$ cat src/design/asr_defines.svh
`ifndef ASR_DEFINES_SVH
`define ASR_DEFINES_SVH
// Memory organisation.
`define ASR_ADDR_W          18
`define ASR_DATA_W          16
// Timing figures in picoseconds, slower grade as the default.
`define ASR_CLK_PS          25000
`define ASR_READ_CYCLE_PS   12000
`define ASR_ADDR_DATA_PS    12000
`define ASR_WRITE_CYCLE_PS  12000
`define ASR_WRITE_END_PS    8000
`define ASR_DATA_SETUP_PS   6000
`define ASR_FLOAT_PS        6000
// Least times round up to whole cycles, never below one.
`define ASR_CYC_UP(ps) (((ps) + `ASR_CLK_PS - 1) / `ASR_CLK_PS)
`define ASR_MIN1(n) (((n) < 1) ? 1 : (n))
`define ASR_READ_CYC  `ASR_MIN1(`ASR_CYC_UP(`ASR_ADDR_DATA_PS) + 1)
`define ASR_WRITE_CYC `ASR_MIN1(`ASR_CYC_UP(`ASR_WRITE_END_PS))
`define ASR_TURN_CYC  `ASR_MIN1(`ASR_CYC_UP(`ASR_FLOAT_PS))
`endif

$ cat src/design/asr_pkg.sv
package asr_pkg;
	typedef enum logic [2:0] {
		ASR_IDLE  = 3'b000,
		ASR_SETUP = 3'b001,
		ASR_READ  = 3'b010,
		ASR_WRITE = 3'b011,
		ASR_HOLD  = 3'b100,
		ASR_TURN  = 3'b101
	} asr_state_t;
endpackage : asr_pkg

$ cat src/design/asr_sync.sv
`timescale 1ns/1ps
// ----------------------------------------
// Two-stage synchroniser for the data pins.
// ----------------------------------------
module asr_sync #(
	parameter int WIDTH = 16
) (
	input  wire logic             mclk_in,
	input  wire logic             rst_in,
	input  wire logic [WIDTH-1:0] async_in,
	output logic      [WIDTH-1:0] sync_out
);
	logic [WIDTH-1:0] stage1;

	// First stage feeds only the second stage.
	always_ff @(posedge mclk_in) begin
		if (rst_in) begin
			stage1   <= '0;
			sync_out <= '0;
		end else begin
			stage1   <= async_in;
			sync_out <= stage1;
		end
	end
endmodule : asr_sync

$ cat src/design/asr_ctrl.sv
`timescale 1ns/1ps
`include "asr_defines.svh"
// Overview of operation
// RULE1: 256k words, 16 bits, two byte lanes.
// RULE2: Memory static; controller sets pin levels only.
// RULE3: Select high puts memory in standby.
// RULE4: Selected, strobes high: bus floats.
// RULE5: Read drives lanes whose select is low.
// RULE6: Write stores lanes whose select is low.
// RULE7: Write is overlap of select, strobe, lane.
// RULE8: Late select after strobe keeps outputs off.
// RULE9: Strobe high whenever address changes.
// RULE10: Never drive bus while memory drives.
// RULE11: Read cycle at least access time long.
// RULE12: Data valid soon after enable low.
// RULE13: Previous data held briefly after address.
// RULE14: Memory floats soon after deselect.
// RULE15: Memory drives no sooner than allowed.
// RULE16: Write pulse and cycle minimum widths.
// RULE17: Address settled before write begins.
// RULE18: Address held until write ends.
// RULE19: Data set up before write end, held.
// RULE20: Strobe low turns memory outputs off.
// RULE21: Memory output unknown until access elapses.
module asr_ctrl
	import asr_pkg::*;
#(
	parameter int AW = `ASR_ADDR_W,
	parameter int DW = `ASR_DATA_W
) (
	input  wire logic          mclk_in,
	input  wire logic          rst_in,
	input  wire logic          req_valid_in,
	output logic               req_ready_out,
	input  wire logic          req_write_in,
	input  wire logic [AW-1:0] req_addr_in,
	input  wire logic [DW-1:0] req_wdata_in,
	input  wire logic [1:0]    req_lane_en_in,
	output logic               rsp_valid_out,
	output logic      [DW-1:0] rsp_rdata_out,
	output logic      [AW-1:0] word_address_out,
	output logic               select_n_out,
	output logic               output_enable_n_out,
	output logic               write_strobe_n_out,
	output logic               low_lane_select_n_out,
	output logic               high_lane_select_n_out,
	input  wire logic [DW-1:0] shared_data_lines_in,
	output logic      [DW-1:0] shared_data_lines_out,
	output logic               shared_data_lines_oe_n_out
);
	localparam logic [3:0] READ_CYC  = 4'(`ASR_READ_CYC);
	localparam logic [3:0] WRITE_CYC = 4'(`ASR_WRITE_CYC);
	localparam logic [3:0] TURN_CYC  = 4'(`ASR_TURN_CYC);

	typedef struct packed {
		asr_state_t      state;
		logic [3:0]      cnt;
		logic            write;
		logic [AW-1:0]   addr;
		logic [DW-1:0]   wdata;
		logic [1:0]      lane_n;
		logic            sel_n;
		logic            oe_n;
		logic            we_n;
		logic            drive_n;
		logic            rsp_valid;
		logic [DW-1:0]   rdata;
	} asr_regs_t;

	asr_regs_t        r;
	asr_regs_t        next_r;
	logic [DW-1:0]    data_sync;

	// ----------------------------------------
	// Input synchronisation
	// ----------------------------------------
	// Read data passes two flops; it is sampled once the access time is met.
	asr_sync #(
		.WIDTH (DW)
	) u_sync (
		.mclk_in  (mclk_in),
		.rst_in   (rst_in),
		.async_in (shared_data_lines_in),
		.sync_out (data_sync)
	);

	// ----------------------------------------
	// Access sequencer
	// ----------------------------------------
	// Address is placed one cycle before any strobe goes low.
	always_comb begin
		next_r           = r;
		next_r.rsp_valid = 1'b0;
		unique case (r.state)
			ASR_IDLE: begin
				if (req_valid_in) begin
					next_r.addr   = req_addr_in; // RULE9
					next_r.write  = req_write_in;
					next_r.wdata  = req_wdata_in;
					next_r.lane_n = ~req_lane_en_in; // RULE5 RULE6
					next_r.state  = ASR_SETUP;
				end
			end
			ASR_SETUP: begin
				// Address is stable before the write window opens.
				next_r.sel_n  = 1'b0; // RULE17 RULE3
				next_r.cnt    = '0;
				if (r.write) begin
					next_r.we_n    = 1'b0; // RULE7 RULE20
					next_r.drive_n = 1'b0; // RULE19
					next_r.state   = ASR_WRITE;
				end else begin
					next_r.oe_n  = 1'b0; // RULE10 RULE12
					next_r.state = ASR_READ;
				end
			end
			ASR_READ: begin
				next_r.cnt = r.cnt + 4'h1;
				// Sampled data lags pins by the synchroniser depth.
				if (r.cnt == READ_CYC + 4'h1) begin // RULE11
					next_r.rdata     = data_sync;
					next_r.rsp_valid = 1'b1;
					next_r.sel_n     = 1'b1; // RULE14
					next_r.oe_n      = 1'b1;
					next_r.cnt       = '0;
					next_r.state     = ASR_TURN;
				end
			end
			ASR_WRITE: begin
				next_r.cnt = r.cnt + 4'h1;
				if (r.cnt == WRITE_CYC - 4'h1) begin // RULE16
					next_r.we_n  = 1'b1; // RULE7
					next_r.sel_n = 1'b1;
					next_r.state = ASR_HOLD;
				end
			end
			ASR_HOLD: begin
				// Data and address stay one cycle after the write end.
				next_r.drive_n = 1'b1; // RULE18 RULE19
				next_r.cnt     = '0;
				next_r.state   = ASR_TURN;
			end
			ASR_TURN: begin
				// Bus turnaround so the memory has floated.
				next_r.cnt = r.cnt + 4'h1;
				if (r.cnt == TURN_CYC - 4'h1) begin // RULE14 RULE10
					next_r.state = ASR_IDLE;
				end
			end
			default: begin
				next_r.state = ASR_IDLE;
			end
		endcase
	end

	// State register with synchronous reset to a deselected bus.
	always_ff @(posedge mclk_in) begin
		if (rst_in) begin
			r         <= '0;
			r.state   <= ASR_IDLE;
			r.lane_n  <= 2'b11;
			r.sel_n   <= 1'b1; // RULE3
			r.oe_n    <= 1'b1;
			r.we_n    <= 1'b1;
			r.drive_n <= 1'b1;
		end else begin
			r <= next_r;
		end
	end

	// ----------------------------------------
	// Outputs
	// ----------------------------------------
	assign req_ready_out              = (r.state == ASR_IDLE);
	assign rsp_valid_out              = r.rsp_valid;
	assign rsp_rdata_out              = r.rdata;
	assign word_address_out           = r.addr;
	assign select_n_out               = r.sel_n;
	assign output_enable_n_out        = r.oe_n;
	assign write_strobe_n_out         = r.we_n;
	assign low_lane_select_n_out      = r.lane_n[0];
	assign high_lane_select_n_out     = r.lane_n[1];
	assign shared_data_lines_out      = r.wdata;
	assign shared_data_lines_oe_n_out = r.drive_n;
endmodule : asr_ctrl

$ cat config.mk
export PLATFORM = sky130hd
export DESIGN_NAME = asr_ctrl
export DESIGN_NICKNAME = d
export VERILOG_FILES = /design/src/design/asr_pkg.sv /design/src/design/asr_sync.sv /design/src/design/asr_ctrl.sv
export VERILOG_INCLUDE_DIRS = /design/src /design/src/design
export SDC_FILE = /design/constraint.sdc
export NUM_CORES = 1
export LEC_CHECK = 0
export ABC_AREA = 1
export BUFFER_PORTS_ARGS = -buffer_cell sky130_fd_sc_hd__buf_4
export CAP_MARGIN = 10
export CORE_ASPECT_RATIO = 1.1
export CORE_UTILIZATION = 56
export CTS_CLUSTER_SIZE = 12
export DETAILED_ROUTE_END_ITERATION = 7
export MAX_ROUTING_LAYER = met4
export PLACE_DENSITY = 0.82
export SLEW_MARGIN = 20
export SYNTH_ARGS = -nofsm -noshare
export SYNTH_HDL_FRONTEND = slang
export SYNTH_SLANG_ARGS = --single-unit
$ cat constraint.sdc
create_clock -name mclk_in -period 2 [get_ports mclk_in]
set_clock_uncertainty 0.05 [all_clocks]
set_input_delay 0.2 -clock mclk_in [delete_from_list [all_inputs] [get_ports mclk_in]]
set_output_delay 0.2 -clock mclk_in [all_outputs]
set_load 0.02 [all_outputs]
=== Word-level counts from Yosys, hierarchy flattened ===
Cells that the tools add are included.

* Word-level logic and storage cells: 62
* Memory bits (read-only): 0
* Memories kept: 0
* Input port bits: 56
* Bits in registers: 97
* Latch bits: 0
* RAM bits: 0

* Order comparisons: 0
* Reductions and logical operators: 17
* Add/subtract/negate cells: 1
* Shift operators: 0
* Equality and inequality tests: 12
* Bitwise logic cells: 2
* Div/mod/pow operators: 0
* Multipliers: 0
* Multiplexer cells: 16

{| class="wikitable"
|+ Operator list
! kind !! number
|-
| $pmux W3 S6 || 1
|-
| $mux W17 || 1
|-
| $ne A2 B2 Y1 const B || 6
|-
| $pmux W4 S3 || 1
|-
| $mux W3 || 3
|-
| $reduce_and A3 Y1 || 3
|-
| $mux W7 || 1
|-
| $eq A3 B2 Y1 const B || 2
|-
| $eq A3 B3 Y1 const B || 2
|-
| $pmux W1 S2 || 3
|-
| $reduce_and A2 Y1 || 3
|-
| $reduce_bool A2 Y1 || 3
|-
| $reduce_bool A3 Y1 || 2
|-
| $reduce_or A2 Y1 || 3
|-
| $add A4 B1 Y4 const B || 1
|-
| $eq A4 B2 Y1 const B || 1
|-
| $logic_not A4 Y1 || 1
|-
| $mux W2 || 2
|-
| $reduce_and A4 Y1 || 1
|-
| $eq A3 B1 Y1 const B || 1
|-
| $logic_not A3 Y1 || 1
|-
| $mux W1 || 3
|-
| $pmux W1 S3 || 1
|-
| $not A2 Y2 || 1
|-
| $not A1 Y1 || 1
|}

=== Depth between registers and ports, before layout ===
Gate-level depths: netlist of run 1.

* Depth after elaboration: 3
* Gate-level depth with buffers: 9

=== Modules after synthesis ===
A second synthesis of run 1 with hierarchy kept.

* Cells, all modules: 472
* Area total of the unflattened synthesis: 3857.4 um^2

{| class="wikitable"
|+ Modules (own cells, without submodules)
! module !! times used !! area an instance (um^2) !! cells an instance
|-
| asr_ctrl || 1 || 2942.8 || 373
|-
| asr_sync || 1 || 914.6 || 99
|}

=== Worst setup path before layout of run 1 ===
No wires, ideal clock.

* Path kind: register to register
* Start point: register r[62] (netlist name)
* End point: register r[57] (netlist name)
* Period minus slack after synthesis: 1.308 ns
* Stages on the path, launching flop included: 9
* Slack: 0.692 ns
* Arrival: 1.139 ns
* Cell sequence: dfxtp_1 > buf_2 > inv_1 > nand2_4 > nor2_8 > nand2_4 > buf_4 > o21ai_0 > a21oi_1

* Cells in the longest elaborated chain, start to end: 2

{| class="wikitable"
|+ RTL lines
! what !! RTL line !! source
|-
| from (decl) || asr_ctrl.sv:70 || <nowiki>asr_regs_t r;</nowiki>
|-
| from (signal assigned) || asr_ctrl.sv:167 || <nowiki>r <= next_r;</nowiki>
|-
| $logic_not A3 Y1 || - ||
|-
| via req_ready_out || asr_ctrl.sv:34 || <nowiki>output logic req_ready_out,</nowiki>
|-
| $reduce_and A2 Y1 (no source line) || - ||
|}

The timed path passes the listed nets, and every way through them passes these cells.
A chain may end at the register's enable or synchronous reset.

=== Final worst setup path of run 1 ===
* Start point: register r[62] (netlist name)
* End point: register r, in the netlist word_address_out[15]

* Cells in the longest elaborated chain, start to end: 2

{| class="wikitable"
|+ RTL lines
! what !! RTL line !! source
|-
| $logic_not A3 Y1 || asr_ctrl.sv:94 || <nowiki>unique case (r.state)</nowiki>
|-
| $reduce_and A2 Y1 (no source line) || - ||
|}

Every way passes these cells.

==> results.py, run 1 <==
metrics = {
    "status": {
        "outcome": "finished, final reports clean",
    },
    "clock_tree": {
        "cts.htree.levels": 3,
        "worst_setup_hold_path_clk_slew_ns": 0.10,
        "post_cts_resized": 0,
        "clock_path_buffers": 2,
        "cts_root_buffer": "clkbuf_8",
        "tritoncts.num_buffers": 9,
        "worst_skew_pair.late_latency_ns": 0.35,
        "cts.sinks": 97,
        "cts_tree": "yes",
    },
    "setup_path": {
        "path_max_fanout": 34,
        "cp.required_ns": 2.19,
        "crit_path_max_incr_delay_ns": 0.48,
        "crit_arrival_ns": 1.87,
        "crit_family": "simple AND/OR/NAND/NOR gates",
        "timing.critical_path.from_type": "flip-flop",
        "critPathMostFrequentCell": "nand2_4",
        "crit_path_end_kind": "flip-flop",
        "cp.buffers_inverters": 2,
        "setup.worst_path.class": "flip-flop to flip-flop",
        "worstPathCellList": "inv_1, nand2_4, nor2_8, nand2_4, clkinv_4, nand2_2, a21oi_2",
        "timing.critical_path.slowest_stage_cell": "dfxtp_1",
        "crit_start": "r[62]",
        "r2r-start": "r[62]",
    },
    "layout": {
        "antenna-diode-count": 0,
        "layout.cells.most_common": "buf_4",
        "syn_to_final_growth_pct": 19.6,
        "drive_gt1_frac": 0.371,
        "layout.cells.most_common_list": "buf_4, dfxtp_1, nor2_1",
        "nets": 598,
        "finalNonFillerCells": 627,
    },
    "routing": {
        "route.met2.wl_um": 3560,
        "post_drt_wl_per_cell_um": 11.7,
        "top_signal_layer_used": "met4",
        "avgViaCountPerCell": 4.66,
        "wl_met3_um": 396,
        "first_iter_violations": 140,
        "wl_met1_um": 3200,
        "drt_pre_antenna_iters": 4,
        "vias": 2922,
        "ant_nets": 0,
        "drc": 0,
        "drt-total-wl_um": 7310,
    },
    "floorplanning": {
        "design.die.area_mm2": 0.00748,
        "chipWidth_um": 82.5,
        "starting_density": 0.592,
        "num_rows": 31,
        "floorplan.io_pins": 114,
        "die_h_um": 90.6,
        "core-area_mm2": 0.00675,
    },
    "timing": {
        "hold_violations": 0,
        "setup_violations": 0,
        "max_slew.worst_pin.slew_ns": 0.646,
        "rsz0062_at_grt": "no",
        "final_critical_path_setup_slack_ns": 0.314,
        "post-route-min-period_ns": 1.69,
        "fmax_mhz": 593,
        "period_share": 0.843,
        "finalSetupTns_ns": 0,
        "max-slew-margin-rel": 0.569,
        "hold_ws_ns": 0.0129,
        "final_max_slew_viol_count": 0,
    },
    "job": {
        "timing.max_cap.violations": 0,
    },
    "worst_hold_path": {
        "worstHoldPathType": "input pin to flip-flop",
        "hold_path.startpoint": "shared_data_lines_in[5]",
    },
    "grt": {
        "grt_pass1_vias": 2700,
        "pin_count_of_the_biggest_net_entering_global_routing": 73,
        "grt_overflow": 0,
        "grt_antenna_before_repair": 0,
        "grt_use_total": 0.215,
        "grt_first_pass_wirelength_um": 12000,
    },
    "logic_synthesis": {
        "synth_top_area_share": 0.486,
        "synth_edf_count": 0,
        "netlist.top_cell.by_area": "dfxtp_1",
        "post_synth_num_cell_types": 28,
        "synth.top_cells.by_area": "dfxtp_1, buf_4, nor2_1",
        "yosys_register_bits": 97,
        "synth-async-reset-ratio": 0,
        "synth-seq-area-share": 0.486,
        "postSynthNetCount": 531,
        "postSynthCellCount": 473,
        "synth-main-ff-cell": "dfxtp_1",
        "mappedNetlistArea_mm2": 0.00400,
        "yosysWarnings": 0,
        "synth.avg_cell_area_um2": 8.45,
    },
    "power_and_ir_drop": {
        "powerDensity_mw_per_mm2": 1110,
        "finalPower_w": 0.00532,
        "max-vdd-ir-drop_mv": 0.617,
        "total_leakage_power_nw": 2.18,
    },
    "placement": {
        "io_buffers": 113,
        "hpwl_um": 4860,
        "gp_routability_congestion": 0.789,
        "post-place-ws_ns": 0.330,
        "place.detailed.instances": 598,
    },
}
-- metrics by stage --
stage | area, um2 | utilization
finish | 4780 | 0.708
detailed placement | 4450 | 0.659
global route | 4780 | 0.708
CTS | 4770 | 0.707
global placement | 4450 | 0.659
floorplan | 4000 | -
-- area by class of cell --
| type | instances | area (um2) |
|---|---|---|
| fillers | 544 | 1970 |
| repair buffers | 129 | 1010 |
| flip-flops and latches | 97 | 1940 |
| inverters | 49 | 191 |
| well taps | 82 | 103 |
| clock buffers | 9 | 124 |
| multi-input cells | 254 | 1330 |
| clock inverters | 7 | 81.3 |
-- path summary, 6_finish.rpt --
kind	end	slack [ns]	depth (start not counted)
worst min register to register	u_sync.sync_out[12]	0.35	2
worst max-delay path	word_address_out[15]	0.31	7
worst min-delay path	u_sync.stage1[5]	0.01	3
worst max register to register	word_address_out[15]	0.31	7
-- power by group --
| part | internal [W] | switching (W) | leakage [nW] |
|---|---|---|---|
| Clock | 0.000502 | 0.000754 | 0.104 |
| Combinational | 0.000675 | 0.00105 | 1.28 |
| Sequential | 0.00217 | 0.000165 | 0.796 |
| Total | 0.00335 | 0.00196 | 2.18 |
-- worst register-to-register path, delay by kind of cell, from the launching register on --
kind / cells / cell delay (ns)
AOI/OAI and AO/OA: 1 / 0.06
buffers and inverters: 2 / 0.44
DFF: 1 / 0.48
and+or+nand+nor: 4 / 0.55
-- what timing repair did --
item                       in CTS  in global routing
hold buffers                   12                  1
hold endpoints to repair       12                  1
buffers inserted                0                  0
setup endpoints to repair       0                  0
-- routing by layer --
layer,GRT usage,up-vias
met2,0.344,94
met3,0.0515,16
met5,-,-
li1,-,1531
met4,0.0833,0
met1,0.257,1281
-- cells by family after synthesis --
logic type               count (synthesis)  share of synthesized area
AO/OA/AOI/OAI                           69                      0.116
XOR/XNOR                                 1                    0.00219
adder cells (fa/ha/maj)                  2                    0.00626
buffers and inverters                  122                      0.182
flip-flops                              97                      0.486
AND/OR/NAND/NOR                        182                      0.207
-- state kept, by name (all words and copies together) (netlist names) --
register / flops
high_lane_select_n_out: 1
low_lane_select_n_out: 1
output_enable_n_out: 1
r: 8
rsp_rdata_out: 16
rsp_valid_out: 1
select_n_out: 1
shared_data_lines_oe_n_out: 1
shared_data_lines_out: 16
u_sync.stage1: 16
u_sync.sync_out: 16
word_address_out: 18
write_strobe_n_out: 1
-- cell usage after synthesis (2+ instances only) --
| library cell | instances |
|---|---|
| dfxtp_1 | 97 |
| nor2_1 | 72 |
| nand2_1 | 59 |
| buf_4 | 51 |
| inv_1 | 46 |
| nand2_2 | 31 |
| a21oi_2 | 30 |
| o21ai_0 | 24 |
| a21oi_1 | 11 |
| nand3_1 | 10 |
| clkbuf_1 | 9 |
| buf_2 | 6 |
| buf_6 | 4 |
| buf_8 | 3 |
| nand2_4 | 3 |
| ha_1 | 2 |
| nand3b_1 | 2 |
| nand4_1 | 2 |
| o21ai_1 | 2 |
Note: power is estimated with default switching activity, not from simulation.
==> inputs of run 2 (changes only) <==
--- a/config.mk
+++ b/config.mk
@@ -10,11 +10,11 @@
 export BUFFER_PORTS_ARGS = -buffer_cell sky130_fd_sc_hd__buf_4
 export CAP_MARGIN = 10
 export CORE_ASPECT_RATIO = 1.1
-export CORE_UTILIZATION = 56
+export CORE_UTILIZATION = 52
 export CTS_CLUSTER_SIZE = 12
 export DETAILED_ROUTE_END_ITERATION = 7
 export MAX_ROUTING_LAYER = met4
-export PLACE_DENSITY = 0.82
+export PLACE_DENSITY = 0.77
 export SLEW_MARGIN = 20
 export SYNTH_ARGS = -nofsm -noshare
 export SYNTH_HDL_FRONTEND = slang
==> constraint.sdc (replaced) <==
create_clock -name mclk_in -period 1.7 [get_ports mclk_in]
set_clock_uncertainty 0.05 [all_clocks]
set_input_delay 0.17 -clock mclk_in [delete_from_list [all_inputs] [get_ports mclk_in]]
set_output_delay 0.17 -clock mclk_in [all_outputs]
set_load 0.02 [all_outputs]
==> run 2 against run 1 <==
Compared with the run above:
- global-route usage fell by 0.81 points
- clock power up 16%
- hold slack better by 0.0036 ns
- combinational power is 24% higher
- sequential share of layout area down 2.5 points
- critical path type unchanged
- critical endpoint is now shared_data_lines_out[2]
- highest routed layer unchanged
==> results.py, run 2 (synthesis results as in run 1) <==
metrics = {
    "clock_tree": {
        "tritoncts.num_buffers": 9,
        "cts.htree.levels": 3,
        "cts_root_buffer": "clkbuf_8",
        "worst_setup_hold_path_clk_slew_ns": 0.10,
        "worst_skew_pair.late_latency_ns": 0.35,
        "clock_path_buffers": 2,
        "cts_tree": "yes",
        "postCtsSetupBuffers": 0,
        "cts.sinks": 97,
    },
    "layout": {
        "largest_register_ff_count": 18,
        "layout.cells.most_common": "buf_4",
        "antenna-diode-count": 0,
        "nets": 627,
        "postLayoutCellArea_mm2": 0.00509,
        "syn_to_final_growth_pct": 27.5,
        "fillCellCount": 603,
        "drive_gt1_frac": 0.354,
        "layout.cells.most_common_list": "buf_4, dfxtp_1, nor2_1",
    },
    "routing": {
        "avgViaCountPerCell": 4.62,
        "vias": 3053,
        "route.met2.wl_um": 3870,
        "drt_pre_antenna_iters": 4,
        "wl_met3_um": 431,
        "drt-total-wl_um": 7750,
        "wl_met1_um": 3300,
        "post_drt_wl_per_cell_um": 11.7,
        "top_signal_layer_used": "met4",
        "drc": 0,
        "first_iter_violations": 172,
        "ant_nets": 0,
    },
    "power_and_ir_drop": {
        "finalPower_w": 0.00636,
        "max-vdd-ir-drop_mv": 0.867,
        "total_leakage_power_nw": 2.30,
        "powerDensity_mw_per_mm2": 1250,
    },
    "job": {
        "timing.max_cap.violations": 0,
    },
    "grt": {
        "grt_antenna_before_repair": 0,
        "grt_pass1_vias": 2868,
        "pin_count_of_the_biggest_net_entering_global_routing": 73,
        "grt_overflow": 0,
        "grt_first_pass_wirelength_um": 12800,
        "grt_use_total": 0.207,
    },
    "timing": {
        "final_critical_path_setup_slack_ns": 0.133,
        "post-route-min-period_ns": 1.57,
        "final_max_slew_viol_count": 0,
        "hold_violations": 0,
        "setup_violations": 0,
        "rsz0062_at_grt": "no",
        "fmax_mhz": 638,
        "max-slew-margin-rel": 0.618,
        "finalSetupTns_ns": 0,
        "max_slew.worst_pin.slew_ns": 0.572,
        "period_share": 0.922,
    },
    "placement": {
        "place_area_mm2": 0.00446,
        "post-place-ws_ns": 0.0459,
        "gp_routability_congestion": 0.783,
        "io_buffers": 113,
        "hpwl_um": 4790,
    },
    "floorplanning": {
        "starting_density": 0.538,
        "num_rows": 33,
        "floorplan.io_pins": 114,
        "die_h_um": 93.9,
        "chipWidth_um": 85.6,
        "design.die.area_mm2": 0.00804,
        "core-area_mm2": 0.00743,
    },
    "setup_path": {
        "crit_arrival_ns": 1.79,
        "setup.worst_path.class": "flip-flop to flip-flop",
        "timing.critical_path.from_type": "flip-flop",
        "cp.required_ns": 1.93,
        "path_max_fanout": 34,
        "crit_path_end_kind": "flip-flop",
    },
    "worst_hold_path": {
        "worstHoldPathType": "input pin to flip-flop",
    },
    "status": {
        "outcome": "finished, final reports clean",
    },
}
[run 2: final cells by class]
cell class                      instances  area, um2  share of cell area
Clock buffer                            9        124              0.0243
Clock inverter                          7       81.3              0.0160
Inverter                               49        194              0.0381
Multi-Input combinational cell        254       1330               0.260
Sequential cell                        97       1940               0.381
Tap cell                               87        109              0.0214
Timing Repair Buffer                  158       1320               0.258
[run 2: stage by stage]
stage	hold slack, ns	std cells	utilization
3_5_place_dp	0.309	603	0.601
4_1_cts	0.000552	660	0.684
6_report	0.0165	661	0.685
2_1_floorplan	0.220	473	-
5_1_grt	0.00827	661	0.685
3_3_place_gp	0.305	603	0.601
[run 2: final timing paths]
| check | slack [ns] | depth (start not counted) | startpoint | end |
|---|---|---|---|---|
| hold reg to reg | 0.36 | 2 | u_sync.stage1[3] | u_sync.sync_out[3] |
| setup / recovery | 0.13 | 7 | r[64] | shared_data_lines_out[2] |
| hold / removal | 0.02 | 3 | req_wdata_in[12] | shared_data_lines_out[12] |
| setup reg to reg | 0.13 | 7 | r[64] | shared_data_lines_out[2] |
[run 2: metal layers]
metal  GRT usage  up-vias
met5           -        -
met4      0.0958        0
met3      0.0466       12
met2       0.353       86
met1       0.231     1361
li1            -     1594
[run 2: what timing repair did]
item	in CTS	in global routing
setup endpoints to repair	0	38
hold endpoints to repair	41	1
hold buffers	41	1
gates resized for setup	0	2
[run 2: critical path, cell delays in order, from the launching register on]
cell     delay [ns]
dfxtp_1        0.35
inv_2          0.20
nand2_4        0.11
nor2_8         0.11
nand2_4        0.14
inv_8          0.26
nand2_1        0.12
a21oi_1        0.16
[run 2: power breakdown]
group          leakage (nW)  internal [W]  switching, W
sequential            0.796       0.00256      0.000199
combinational          1.40      0.000867       0.00127
clock                 0.103      0.000587      0.000876
==> inputs of run 3 (changes only) <==
==> constraint.sdc (replaced) <==
create_clock -name mclk_in -period 1.7 [get_ports mclk_in]
set_clock_uncertainty 0.05 [all_clocks]
set_input_delay 0.34 -clock mclk_in [delete_from_list [all_inputs] [get_ports mclk_in]]
set_output_delay 0.34 -clock mclk_in [all_outputs]
set_load 0.02 [all_outputs]
==> run 3 against run 2 <==
Compared with the run above:
- the run now ends with design-rule violations left
- fmax shrank 0.77%
- hold slack gained 0.086 ns
- sequential share of layout area grew 3.2 points
- critical path depth shrank 3
==> results.py, run 3 (synthesis results as in run 1) <==
metrics = {
    "clock_tree": {
        "cts.sinks": 97,
        "cts.htree.levels": 3,
        "post_cts_resized": 0,
        "worst_skew_pair.late_latency_ns": 0.35,
        "tritoncts.num_buffers": 9,
        "cts_tree": "yes",
        "cts_root_buffer": "clkbuf_8",
        "worst_setup_hold_path_clk_slew_ns": 0.10,
        "postCtsSetupBuffers": 0,
        "clock_path_buffers": 2,
        "cts-hold-fix-buffers": 0,
    },
    "placement": {
        "place.detailed.instances": 606,
        "gp_routability_congestion": 0.810,
        "hpwl_um": 4860,
        "io_buffers": 113,
    },
    "layout": {
        "layout.cells.most_common_list": "buf_4, dfxtp_1, nor2_1",
        "largest_register_ff_count": 18,
        "syn_to_final_growth_pct": 17.7,
        "finalNonFillerCells": 622,
        "layout.cells.most_common": "buf_4",
        "nets": 588,
        "drive_gt1_frac": 0.387,
        "antenna-diode-count": 0,
    },
    "floorplanning": {
        "die_h_um": 93.9,
        "core-area_mm2": 0.00743,
        "num_rows": 33,
        "design.die.area_mm2": 0.00804,
        "floorplan.io_pins": 114,
        "starting_density": 0.538,
        "chipWidth_um": 85.6,
    },
    "power_and_ir_drop": {
        "total_leakage_power_nw": 2.14,
        "powerDensity_mw_per_mm2": 1330,
        "max-vdd-ir-drop_mv": 0.911,
        "finalPower_w": 0.00627,
    },
    "setup_path": {
        "cp.required_ns": 1.31,
        "reg2reg_setup_slack_ns": 0.18,
        "crit_arrival_ns": 1.19,
        "r2r-start": "r[58]",
        "timing.critical_path.from_type": "flip-flop",
        "path_max_fanout": 11,
        "setup.worst_path.class": "flip-flop to primary output",
        "crit_path_end_kind": "primary output",
        "reg_to_reg_critical_path_endpoint": "r[62]",
        "timing.reg2reg.worst_path_depth": 8,
    },
    "timing": {
        "post-route-min-period_ns": 1.58,
        "rsz0062_at_grt": "no",
        "hold_violations": 0,
        "fmax_mhz": 633,
        "period_share": 0.929,
        "final_max_slew_viol_count": 0,
        "setup_violations": 0,
        "max_slew.worst_pin.slew_ns": 0.298,
        "max-slew-margin-rel": 0.802,
        "finalSetupTns_ns": 0,
    },
    "routing": {
        "drt-total-wl_um": 6770,
        "ant_nets": 0,
        "drc": 2,
        "drt_pre_antenna_iters": 6,
        "avgViaCountPerCell": 4.62,
        "first_iter_violations": 79,
        "post_drt_wl_per_cell_um": 10.9,
        "vias": 2874,
    },
    "grt": {
        "grt_use_total": 0.182,
        "pin_count_of_the_biggest_net_entering_global_routing": 35,
        "grt_pass1_vias": 2682,
        "grt_first_pass_wirelength_um": 11400,
        "grt_overflow": 0,
        "grt_antenna_before_repair": 0,
    },
    "job": {
        "timing.max_cap.violations": 0,
    },
    "worst_hold_path": {
        "worstHoldPathType": "input pin to flip-flop",
        "hold_worst_path_end": "low_lane_select_n_out",
        "hold_depth": 2,
        "hold_path.startpoint": "req_lane_en_in[0]",
    },
    "status": {
        "outcome": "finished, violations left",
        "failed_checks": "design-rule violations",
    },
}
==> run 3: changes by cell type in the layout (fill, tap and decap cells not counted), sizes merged <==
| cell | previous run | this run |
|---|---|---|
| buf | 116 | 119 |
| dlygate4sd3 | 42 | 0 |
==> run 3: layout make-up <==
| cell class | count | area, um2 |
|---|---|---|
| clock buffers | 9 | 124 |
| clock inverters | 7 | 86.3 |
| fillers | 651 | 2730 |
| inverters | 49 | 196 |
| multi-input cells | 254 | 1330 |
| flip-flops and latches | 97 | 1940 |
| well taps | 87 | 109 |
| repair buffers | 119 | 918 |
==> run 3: power breakdown <==
group          total [W]  internal, W  switching [W]
registers        0.00276      0.00256       0.000191
clock network    0.00147     0.000592       0.000882
logic            0.00204     0.000808        0.00124
total            0.00627      0.00396        0.00231
==> run 3: layer usage <==
| layer | up-vias | part of all wire | global-route usage |
|---|---|---|---|
| met5 | - | 0 | - |
| met4 | 0 | 0.019 | 0.0764 |
| met3 | 12 | 0.052 | 0.0422 |
| met2 | 77 | 0.49 | 0.307 |
| met1 | 1276 | 0.44 | 0.208 |
| li1 | 1509 | - | - |
==> run 3: metrics by stage <==
step                worst slack (ns)  cell area (um2)  hold WS (ns)  utilization
global placement               0.145             4490         0.341        0.604
detailed placement            0.0792             4490         0.344        0.604
CTS                           0.0150             4700        0.0877        0.632
finish                         0.121             4700         0.103        0.633
global route                  0.0459             4700        0.0958        0.633
floorplan                      0.392             4000         0.338            -
==> run 3: critical path: stages, from the launching register on <==
cell	delay (ns)
dfxtp_1	0.36
inv_4	0.14
nand2_4	0.09
nor2_8	0.10
buf_4	0.15
==> run 3: how the worst max path moves through the flow <==
stage | startpoint | end | cells after the start
finish | r[64] | req_ready_out | 4
global route | r[58] | output_enable_n_out | 8
CTS | r[62] | req_ready_out | 4
detailed placement | r[62] | word_address_out[1] | 7
global placement | r[62] | word_address_out[10] | 7
floorplan | r[62] | r[57] | 8
